**src/mmcr_defs.vh**
```
// Purpose: constants for the memory management control register block
// Assumes: APB byte addresses, 32-bit aligned words
// Notes: every offset and write mask, and the control and re-fetch field positions, live here
// Behaviour
// [RL1] Exception or address error captures whole faulting virtual address; software may rewrite.
// [RL2] Table base register holds last software value; hardware never changes it.
// [RL3] Age field resets zero; entry use writes its pattern, x bits kept.
// [RL4] Instruction TLB miss picks refill entry from age field patterns.
// [RL5] Software never writes an age pattern matching no refill pattern.
// [RL6] Victim counter increments per unified TLB access, not on load-entry.
// [RL7] Nonzero wrap limit clears counter on equality; above limit runs to 3f.
// [RL8] Store queue privilege bit set makes user access raise address error.
// [RL9] Single space bit selects single or multiple virtual memory comparison.
// [RL10] Software changing single space bit also writes flush bit.
// [RL11] Extended select bit picks mode; changing it needs flush of both TLBs.
// [RL12] Flush bit write clears all valid bits; flush bit reads zero.
// [RL13] Mapping enable zero disables translation and all MMU exceptions.
// [RL14] Software syncs by exception return, block invalidate or automatic re-fetch.
// [RL15] Software rewrites control register only from untranslated kernel regions.
// [RL16] Assist register holds six-bit rights and four-bit size; reserved reads zero.
// [RL17] Write-wait bit one stalls CPU until write ends; one bit per region.
// [RL18] Write-wait bit 7 is control register region, bits 6..0 areas 6..0.
// [RL19] Inhibit 2 zero forces re-fetch after control register change.
// [RL20] Inhibit 1 zero forces re-fetch after write to the register window.
// [RL21] Load-entry, table write and icache write inhibits suppress re-fetch when one.
// [RL22] Legacy size and protection bits apply only in compatible mode.
// [RL23] Load-entry copies page number and process id into the unified TLB.
// [RL24] Unified TLB has 64 entries indexed by counter and wrap limit.
// [RL25] Instruction TLB has four entries tracked by age field.
// [RL26] Reserved bits read zero and writes to them do nothing.
// [RL27] Hardware age and counter updates win over a same-cycle software write.
`ifndef MMCR_DEFS_VH
`define MMCR_DEFS_VH
`define MMCR_OFS_PTE_HIGH 12'h000
`define MMCR_OFS_PTE_LOW 12'h004
`define MMCR_OFS_TABLE_BASE 12'h008
`define MMCR_OFS_FAULT 12'h00c
`define MMCR_OFS_CTRL 12'h010
`define MMCR_OFS_ASSIST 12'h034
`define MMCR_OFS_PHYS 12'h070
`define MMCR_OFS_REFETCH 12'h078
`define MMCR_CTRL_MASK 32'hfcfcff85
`define MMCR_PAGE_ENTRY_HIGH_REG_MASK 32'hfffffcff
`define MMCR_PAGE_ENTRY_LOW_REG_MASK 32'h1ffffdff
`define MMCR_ASSIST_MASK 32'h00003ff0
`define MMCR_PHYS_MASK 32'h000000ff
`define MMCR_REFETCH_MASK 32'h0000001f
`define MMCR_AGE_HI 31
`define MMCR_AGE_LO 26
`define MMCR_WRAP_HI 23
`define MMCR_WRAP_LO 18
`define MMCR_CNT_HI 15
`define MMCR_CNT_LO 10
`define MMCR_SQ_BIT 9
`define MMCR_SV_BIT 8
`define MMCR_ME_BIT 7
`define MMCR_TI_BIT 2
`define MMCR_AT_BIT 0
`define MMCR_RF_R2 4
`define MMCR_RF_R1 3
`define MMCR_RF_LT 2
`define MMCR_RF_MT 1
`define MMCR_RF_MC 0
`define MMCR_CNT_MAX 6'h3f
`define MMCR_WIN_BASE 32'hff200000
`define MMCR_WIN_TOP 32'hff2fffff
`endif

```
**src/mmcr_age.v**
```verilog
// Purpose: instruction TLB age field update and refill victim choice
// Assumes: at most one entry use per cycle
// Notes: pure combinational, the parent holds the age bits
`timescale 1ns/1ps
`default_nettype none
module mmcr_age (
  // Current age field
  input wire [5:0] age,
  // Entry use event
  input wire use_valid,
  input wire [1:0] use_entry,
  // Updated field and refill choice
  output reg [5:0] age_next,
  output reg [1:0] victim,
  output reg victim_ok
);
  // Pattern writes, x bits kept
  always @*
  begin
    age_next = age;
    if (use_valid)
    begin
      case (use_entry)
        2'd0: age_next = {3'b000, age[2:0]}; // [RL3]
        2'd1: age_next = {1'b1, age[4:3], 2'b00, age[0]}; // [RL3]
        2'd2: age_next = {age[5], 1'b1, age[3], 1'b1, age[1], 1'b0}; // [RL3]
        default: age_next = {age[5:4], 1'b1, age[2], 2'b11}; // [RL3]
      endcase
    end
  end
  // Refill choice; prohibited patterns flag not ok and fall to entry 0
  always @*
  begin
    victim = 2'd0;
    victim_ok = 1'b1;
    if (age[5:3] == 3'b111)
      victim = 2'd0; // [RL4]
    else if (!age[5] && age[2] && age[1])
      victim = 2'd1; // [RL4]
    else if (!age[4] && !age[2] && age[0])
      victim = 2'd2; // [RL4]
    else if (!age[3] && !age[1] && !age[0])
      victim = 2'd3; // [RL4]
    else
      victim_ok = 1'b0; // [RL5]
  end
endmodule
`default_nettype wire

```
**src/mmcr_top.v**
```verilog
// Purpose: MMU control and status registers on APB with TLB side events
// Assumes: core events are single-cycle pulses synchronous to pclk
// Notes: zero wait state slave, unmapped addresses answer with pslverr
`timescale 1ns/1ps
`default_nettype none
`include "mmcr_defs.vh"
module mmcr_top #(
  parameter UNIFIED_TLB_ENTRIES = 64,
  parameter INSTR_TLB_ENTRIES = 4
) (
  // Clock and reset
  input wire pclk,
  input wire presetn,
  // APB slave
  input wire psel,
  input wire penable,
  input wire pwrite,
  input wire [11:0] paddr,
  input wire [31:0] pwdata,
  output reg [31:0] prdata,
  output reg pready,
  output reg pslverr,
  // Exception capture
  input wire exc_valid,
  input wire [31:0] exc_vaddr,
  // TLB events from the core
  input wire unified_tlb_access,
  input wire load_entry_exec,
  input wire instr_tlb_use_valid,
  input wire [1:0] instr_tlb_use_entry,
  input wire instr_tlb_miss,
  // Store queue and window access checks
  input wire sq_access,
  input wire user_mode,
  input wire core_write,
  input wire [31:0] core_waddr,
  input wire core_uncached_write,
  input wire tlb_table_write,
  input wire icache_write,
  input wire icache_enable,
  input wire other_ctrl_change,
  // Outputs to TLB arrays and pipeline
  output reg mapping_enable,
  output reg single_space_mode,
  output reg extended_tlb_select,
  output reg flush_all_entries,
  output reg [5:0] unified_tlb_load_index,
  output reg [1:0] instr_tlb_refill_entry,
  output reg instr_tlb_refill_valid,
  output reg unified_tlb_load_strobe,
  output reg [21:0] unified_tlb_load_vpn,
  output reg [7:0] unified_tlb_load_asid,
  output reg [5:0] unified_tlb_load_rights,
  output reg [3:0] unified_tlb_load_size,
  output reg [1:0] unified_tlb_load_legacy_size,
  output reg [1:0] unified_tlb_load_legacy_prot,
  output reg sq_addr_error,
  output reg refetch_req,
  output reg write_wait_stall
);
  // ---------------------------------------------------------------
  // Register storage
  // ---------------------------------------------------------------
  reg [31:0] page_entry_high_reg;
  reg [31:0] page_entry_low_reg;
  reg [31:0] table_base_reg;
  reg [31:0] fault_vaddr_reg;
  reg [31:0] mmu_control_reg;
  reg [31:0] page_entry_assist_reg;
  reg [31:0] phys_space_control_reg;
  reg [31:0] refetch_inhibit_reg;
  reg [31:0] mmu_control_next;
  reg [31:0] rdata_next;
  reg hit;
  wire wr_en;
  wire rd_en;
  wire [5:0] age_next;
  wire [1:0] victim;
  wire victim_ok;
  wire [5:0] instr_tlb_age_order;
  wire [5:0] unified_tlb_wrap_limit;
  wire [5:0] unified_tlb_victim_counter;
  wire [1:0] region;
  wire ctrl_wr;
  wire win_wr;

  assign wr_en = psel && penable && pwrite;
  assign rd_en = psel && penable && !pwrite;
  assign instr_tlb_age_order = mmu_control_reg[`MMCR_AGE_HI:`MMCR_AGE_LO];
  assign unified_tlb_wrap_limit = mmu_control_reg[`MMCR_WRAP_HI:`MMCR_WRAP_LO];
  assign unified_tlb_victim_counter = mmu_control_reg[`MMCR_CNT_HI:`MMCR_CNT_LO];
  assign ctrl_wr = wr_en && (paddr == `MMCR_OFS_CTRL);
  assign win_wr = core_write && (core_waddr >= `MMCR_WIN_BASE) && (core_waddr <= `MMCR_WIN_TOP);
  assign region = core_waddr[27:26];

  // ---------------------------------------------------------------
  // Age field helper
  // ---------------------------------------------------------------
  mmcr_age u_age (
    .age(instr_tlb_age_order),
    .use_valid(instr_tlb_use_valid),
    .use_entry(instr_tlb_use_entry),
    .age_next(age_next),
    .victim(victim),
    .victim_ok(victim_ok)
  );

  // ---------------------------------------------------------------
  // Control register next value
  // ---------------------------------------------------------------
  // Software write first, hardware fields overlaid after so they win
  always @*
  begin
    mmu_control_next = mmu_control_reg;
    if (ctrl_wr)
      mmu_control_next = pwdata & `MMCR_CTRL_MASK; // [RL26]
    mmu_control_next[`MMCR_TI_BIT] = 1'b0; // [RL12]
    if (instr_tlb_use_valid)
      mmu_control_next[`MMCR_AGE_HI:`MMCR_AGE_LO] = age_next; // [RL27] [RL3]
    if (unified_tlb_access && !load_entry_exec) // [RL6] [RL27]
    begin
      if (unified_tlb_wrap_limit != 6'h00 && unified_tlb_victim_counter == unified_tlb_wrap_limit)
        mmu_control_next[`MMCR_CNT_HI:`MMCR_CNT_LO] = 6'h00; // [RL7]
      else if (unified_tlb_victim_counter == `MMCR_CNT_MAX)
        mmu_control_next[`MMCR_CNT_HI:`MMCR_CNT_LO] = 6'h00; // [RL7] [RL24]
      else
        mmu_control_next[`MMCR_CNT_HI:`MMCR_CNT_LO] = unified_tlb_victim_counter + 6'h01;
    end
  end

  // ---------------------------------------------------------------
  // Read decode
  // ---------------------------------------------------------------
  always @*
  begin
    rdata_next = 32'h00000000;
    hit = 1'b1;
    if (paddr == `MMCR_OFS_PTE_HIGH)
      rdata_next = page_entry_high_reg;
    else if (paddr == `MMCR_OFS_PTE_LOW)
      rdata_next = page_entry_low_reg;
    else if (paddr == `MMCR_OFS_TABLE_BASE)
      rdata_next = table_base_reg;
    else if (paddr == `MMCR_OFS_FAULT)
      rdata_next = fault_vaddr_reg;
    else if (paddr == `MMCR_OFS_CTRL)
      rdata_next = mmu_control_reg & ~(32'h1 << `MMCR_TI_BIT); // [RL12]
    else if (paddr == `MMCR_OFS_ASSIST)
      rdata_next = page_entry_assist_reg; // [RL16]
    else if (paddr == `MMCR_OFS_PHYS)
      rdata_next = phys_space_control_reg;
    else if (paddr == `MMCR_OFS_REFETCH)
      rdata_next = refetch_inhibit_reg;
    else
      hit = 1'b0;
  end

  // ---------------------------------------------------------------
  // Registers and bus answer
  // ---------------------------------------------------------------
  // Single-cycle access phase keeps the bus simple; no wait states
  always @(posedge pclk or negedge presetn)
  begin
    if (!presetn)
    begin
      page_entry_high_reg <= 32'h00000000;
      page_entry_low_reg <= 32'h00000000;
      table_base_reg <= 32'h00000000;
      fault_vaddr_reg <= 32'h00000000;
      mmu_control_reg <= 32'h00000000; // [RL3]
      page_entry_assist_reg <= 32'h00000000;
      phys_space_control_reg <= 32'h00000000;
      refetch_inhibit_reg <= 32'h00000000;
      prdata <= 32'h00000000;
      pready <= 1'b0;
      pslverr <= 1'b0;
    end
    else
    begin
      mmu_control_reg <= mmu_control_next;
      pready <= psel && !penable;
      pslverr <= psel && !penable && !hit;
      if (rd_en && pready)
        prdata <= 32'h00000000;
      else if (psel && !penable && !pwrite)
        prdata <= rdata_next;
      if (wr_en && pready)
      begin
        if (paddr == `MMCR_OFS_PTE_HIGH)
          page_entry_high_reg <= pwdata & `MMCR_PAGE_ENTRY_HIGH_REG_MASK;
        else if (paddr == `MMCR_OFS_PTE_LOW)
          page_entry_low_reg <= pwdata & `MMCR_PAGE_ENTRY_LOW_REG_MASK;
        else if (paddr == `MMCR_OFS_TABLE_BASE)
          table_base_reg <= pwdata; // [RL2]
        else if (paddr == `MMCR_OFS_ASSIST)
          page_entry_assist_reg <= pwdata & `MMCR_ASSIST_MASK; // [RL16] [RL26]
        else if (paddr == `MMCR_OFS_PHYS)
          phys_space_control_reg <= pwdata & `MMCR_PHYS_MASK; // [RL26]
        else if (paddr == `MMCR_OFS_REFETCH)
          refetch_inhibit_reg <= pwdata & `MMCR_REFETCH_MASK; // [RL26]
      end
      // Hardware capture wins over a same-cycle write to these
      if (exc_valid)
      begin
        fault_vaddr_reg <= exc_vaddr; // [RL1]
        page_entry_high_reg[31:10] <= exc_vaddr[31:10];
      end
      else if (wr_en && pready && paddr == `MMCR_OFS_FAULT)
        fault_vaddr_reg <= pwdata; // [RL1]
    end
  end

  // ---------------------------------------------------------------
  // Outputs to the core and TLB arrays
  // ---------------------------------------------------------------
  always @(posedge pclk or negedge presetn)
  begin
    if (!presetn)
    begin
      mapping_enable <= 1'b0;
      single_space_mode <= 1'b0;
      extended_tlb_select <= 1'b0;
      flush_all_entries <= 1'b0;
      unified_tlb_load_index <= 6'h00;
      instr_tlb_refill_entry <= 2'd0;
      instr_tlb_refill_valid <= 1'b0;
      unified_tlb_load_strobe <= 1'b0;
      unified_tlb_load_vpn <= 22'h000000;
      unified_tlb_load_asid <= 8'h00;
      unified_tlb_load_rights <= 6'h00;
      unified_tlb_load_size <= 4'h0;
      unified_tlb_load_legacy_size <= 2'b00;
      unified_tlb_load_legacy_prot <= 2'b00;
      sq_addr_error <= 1'b0;
      refetch_req <= 1'b0;
      write_wait_stall <= 1'b0;
    end
    else
    begin
      mapping_enable <= mmu_control_next[`MMCR_AT_BIT]; // [RL13]
      single_space_mode <= mmu_control_next[`MMCR_SV_BIT]; // [RL9] [RL10]
      extended_tlb_select <= mmu_control_next[`MMCR_ME_BIT]; // [RL11]
      flush_all_entries <= ctrl_wr && pready && pwdata[`MMCR_TI_BIT]; // [RL12] [RL11]
      unified_tlb_load_index <= mmu_control_next[`MMCR_CNT_HI:`MMCR_CNT_LO]; // [RL24]
      // Refill only while translation is on, so no miss work when off
      instr_tlb_refill_valid <= instr_tlb_miss && victim_ok && mmu_control_reg[`MMCR_AT_BIT]; // [RL13] [RL25]
      instr_tlb_refill_entry <= victim; // [RL4]
      unified_tlb_load_strobe <= load_entry_exec; // [RL23]
      unified_tlb_load_vpn <= page_entry_high_reg[31:10]; // [RL23]
      unified_tlb_load_asid <= page_entry_high_reg[7:0]; // [RL23]
      unified_tlb_load_rights <= page_entry_assist_reg[13:8]; // [RL16]
      unified_tlb_load_size <= page_entry_assist_reg[7:4]; // [RL16]
      // Legacy fields forced to zero in extended mode
      if (mmu_control_reg[`MMCR_ME_BIT])
      begin
        unified_tlb_load_legacy_size <= 2'b00; // [RL22]
        unified_tlb_load_legacy_prot <= 2'b00; // [RL22]
      end
      else
      begin
        unified_tlb_load_legacy_size <= {page_entry_low_reg[7], page_entry_low_reg[4]}; // [RL22]
        unified_tlb_load_legacy_prot <= {page_entry_low_reg[6], page_entry_low_reg[5]}; // [RL22]
      end
      sq_addr_error <= sq_access && user_mode && mmu_control_reg[`MMCR_SQ_BIT]; // [RL8]
      // Area 7 is the control register region, hence bit 7
      if (core_waddr[28:26] == 3'b111)
        write_wait_stall <= core_uncached_write && phys_space_control_reg[7]; // [RL18] [RL17]
      else
        write_wait_stall <= core_uncached_write && phys_space_control_reg[{1'b0, region} | {core_waddr[28], 2'b00}]; // [RL17] [RL18]
      refetch_req <=
        ((ctrl_wr && pready || other_ctrl_change) && !refetch_inhibit_reg[`MMCR_RF_R2]) || // [RL19]
        (win_wr && !refetch_inhibit_reg[`MMCR_RF_R1]) || // [RL20]
        (load_entry_exec && !refetch_inhibit_reg[`MMCR_RF_LT]) || // [RL21]
        (tlb_table_write && mmu_control_reg[`MMCR_AT_BIT] && !refetch_inhibit_reg[`MMCR_RF_MT]) ||
        (icache_write && icache_enable && !refetch_inhibit_reg[`MMCR_RF_MC]); // [RL21]
    end
  end
endmodule
`default_nettype wire

```
**config.mk**
```make
export PLATFORM = sky130hd
export DESIGN_NAME = mmcr_top
export DESIGN_NICKNAME = d
export VERILOG_FILES = /design/src/mmcr_age.v /design/src/mmcr_top.v
export VERILOG_INCLUDE_DIRS = /design/src
export SDC_FILE = /design/constraint.sdc
export NUM_CORES = 1
export LEC_CHECK = 0
export BUFFER_PORTS_ARGS = -buffer_cell sky130_fd_sc_hd__buf_2
export CORE_ASPECT_RATIO = 2
export CORE_MARGIN = 1.5
export CORE_UTILIZATION = 35
export CTS_CLUSTER_SIZE = 40
export DETAILED_ROUTE_END_ITERATION = 8
export SLEW_MARGIN = 30
export SYNTH_ARGS = -nofsm -noshare
export SYNTH_HDL_FRONTEND = slang
export SYNTH_SLANG_ARGS = --single-unit
```
**constraint.sdc**
```tcl
create_clock -name pclk -period 2.5 [get_ports pclk]
set_clock_uncertainty 0.2 [all_clocks]
set_input_delay 0.125 -clock pclk [delete_from_list [all_inputs] [get_ports pclk]]
set_output_delay 0.125 -clock pclk [all_outputs]
set_load 0.02 [all_outputs]
```
==> flow_summary.yaml <==
layout:
  final_layout_size_suffix_gt1_frac: 0.295
  post-route-util: 0.480
  area_growth_syn_to_layout_pct: 35.3
  num-fill-cells: 2973
  nets: 1462
  n_antenna_cell: 0
  instances_no_fill: 1771
sta:
  maxSlewViolCount: 0
  setup_tns_ns: 0
  rsz0062_at_grt: "yes"
  slew-limit-headroom: 0.418
  fmax_mhz: 407
  finalCritPeriodShare: 0.982
  post-route-min-period_ns: 2.45
  hold_viol_final: 0
  setup_viol: 0
  fin_hold_ws_ns: 0.0105
  tightest_slew_ns: 0.860
clock_tree:
  tritoncts: "built"
  cts_buffers: 23
  htree_levels: 1
  post-cts-setup-buffers: 0
  clk_path_buf_depth: 3
  cts_num_sinks: 253
  clkTransAtPathRegs_ns: 0.07
  clkLatencyLatePin_ns: 0.52
  clock-root-buffer: "clkbuf_16"
route:
  wl_met3_mm: 1.61
  vias: 9140
  vias_per_cell: 5.16
  wl_met1_mm: 13.0
  wl_met2_mm: 19.4
  drt-pass1-iter-count: 5
  drtIter0Drc: 482
  detail-route-antenna-nets: 0
  post-route-drc-count: 0
  drt_wl_total_mm: 36.1
  avgRoutedWirePerCell_um: 20.4
  dr.max_layer_used: "met4"
synth:
  synth_flop_cell: "dfrtp_1"
  synth_cell_type_count: 64
  ys_seq_area_frac: 0.566
  synth_top_area_frac: 0.566
  synth_cells: 988
  synth_area_mm2: 0.0112
  synth_edf_count: 0
  synth_async_sr_flop_share: 1.00
  synthTopCellsByCount: "dfrtp_1, nand2_1, o21ai_0"
  syn_nets: 1117
  synthTopCellsByArea: "dfrtp_1, mux2i_1, mux2_2"
  synth.avg_cell_area_um2: 11.3
  ys_warn_count: 0
  synth_seq_cells: 253
  synth_largest_area_cell: "dfrtp_1"
  yosysMostFrequentCell: "dfrtp_1"
die:
  die-area_mm2: 0.0331
  start_util: 0.355
  pin_count: 223
  dieWidth_um: 129
  core_area_mm2: 0.0315
  rows: 92
  die_h_um: 256
global_routing:
  antenna_found_initial: 0
  grt_pass1_vias: 9609
  grt.total_usage: 0.222
  grt_max_degree: 65
  overflow: 0
  grt_pass1_wl_mm: 55.4
worst_setup_path:
  worst_setup_path_end_kind: "flip-flop"
  worstPathArrival_ns: 2.66
  crit_path_top_delay_cell: "dlygate4sd3_1"
  cp-start-kind: "input port"
  timing.rr.end: "page_entry_high_reg[30]"
  path_class: "input port to flip-flop"
  r2r_cells: 6
  path_cells: "buf_2 > or4_4 > buf_4 > buf_12 > nor4_4 > and4_2 > mux2i_1 > dlygate4sd3_1 > a221o_1"
  cp_max_fo: 5
  reg2reg_slack_ns: 0.12
  cpPeakStageDelay_ns: 0.57
  r2r-start: "pready"
  worstPathRequired_ns: 2.70
outcome:
  status: "finished, final reports clean"
worst_hold_path:
  hold_path_class: "input port to async pin"
pwr:
  leakage_nw: 7.56
  p_total_mw: 9.32
  power_density_mw_per_mm2: 616
  peakVddDrop_uv: 379
placed_design:
  dp.cells: 1602
  gp_congestion: 0.902
  dp_hpwl_mm: 25.6
  portBuffers: 202
run:
  cap_violations: 0
## area by class of cell
type | instances | area, um2 | share of cell area
Timing Repair Buffer | 383 | 2860 | 0.189
Tap cell | 423 | 529 | 0.0350
Clock inverter | 10 | 179 | 0.0118
Inverter | 9 | 33.8 | 0.00223
Clock buffer | 30 | 622 | 0.0411
Sequential cell | 253 | 6330 | 0.418
Multi-Input combinational cell | 663 | 4570 | 0.302
## critical path: cells and delay by family
family / cells / cell delay (ns)
AND/OR/NAND/NOR: 3 / 1.18
buffers and inverters: 4 / 0.97
AO/OA/AOI/OAI: 1 / 0.29
multiplexers: 1 / 0.09
## how the worst max path moves through the flow
stage / startpoint / end / slack, ns / depth (start not counted)
floorplan: paddr[9] / phys_space_control_reg[0] / -0.04 / 6
global placement: paddr[9] / prdata[7] / -0.12 / 8
detailed placement: paddr[9] / prdata[7] / -0.16 / 8
CTS: pready / page_entry_high_reg[11] / 0.02 / 6
global route: paddr[0] / page_entry_low_reg[13] / -0.008 / 9
finish: paddr[9] / mmu_control_reg[26] / 0.05 / 9
## layout by cell type (no fill, tap or decap), drive strengths merged, types with 11 or more instances in the layout
cell type    instances
buf                254
dfrtp              253
nand2              135
dlygate4sd3        129
o21ai              114
mux2i               95
mux2                89
nor2                51
a21oi               38
clkbuf              30
o22ai               11
## cells by family after synthesis
group,Yosys count,share of synthesized area
and+or+nand+nor,254,0.106
DFF,253,0.566
AOI/OAI and AO/OA,216,0.113
muxes,186,0.180
buffers and inverters,72,0.0285
xor gates and xnor gates,5,0.00392
adders and majority gates,2,0.00201
## timing repair
action	CTS	global route
hold endpoints to repair	432	0
hold buffers	130	0
endpoints found under the setup margin	0	46
resized for setup	0	5
## per-layer routing
metal,track usage,vias to the layer above
met1,0.240,4569
li1,-,4215
met5,0,-
met2,0.407,272
met3,0.0291,84
met4,0.125,0
## through the flow
step | setup slack (ns) | instance area [um2]
2_1_floorplan | -0.0359 | 11200
3_3_place_gp | -0.122 | 13000
3_5_place_dp | -0.160 | 13000
4_1_cts | 0.0221 | 15100
5_1_grt | -0.00773 | 15100
6_report | 0.0457 | 15100
## power by group
part | total (mW) | internal, mW | switching [mW] | leakage [nW]
sequential | 4.41 | 4.26 | 0.154 | 3.36
combinational | 1.08 | 0.482 | 0.600 | 3.80
clock | 3.82 | 2.27 | 1.55 | 0.394
(Power assumes the default switching activity.)
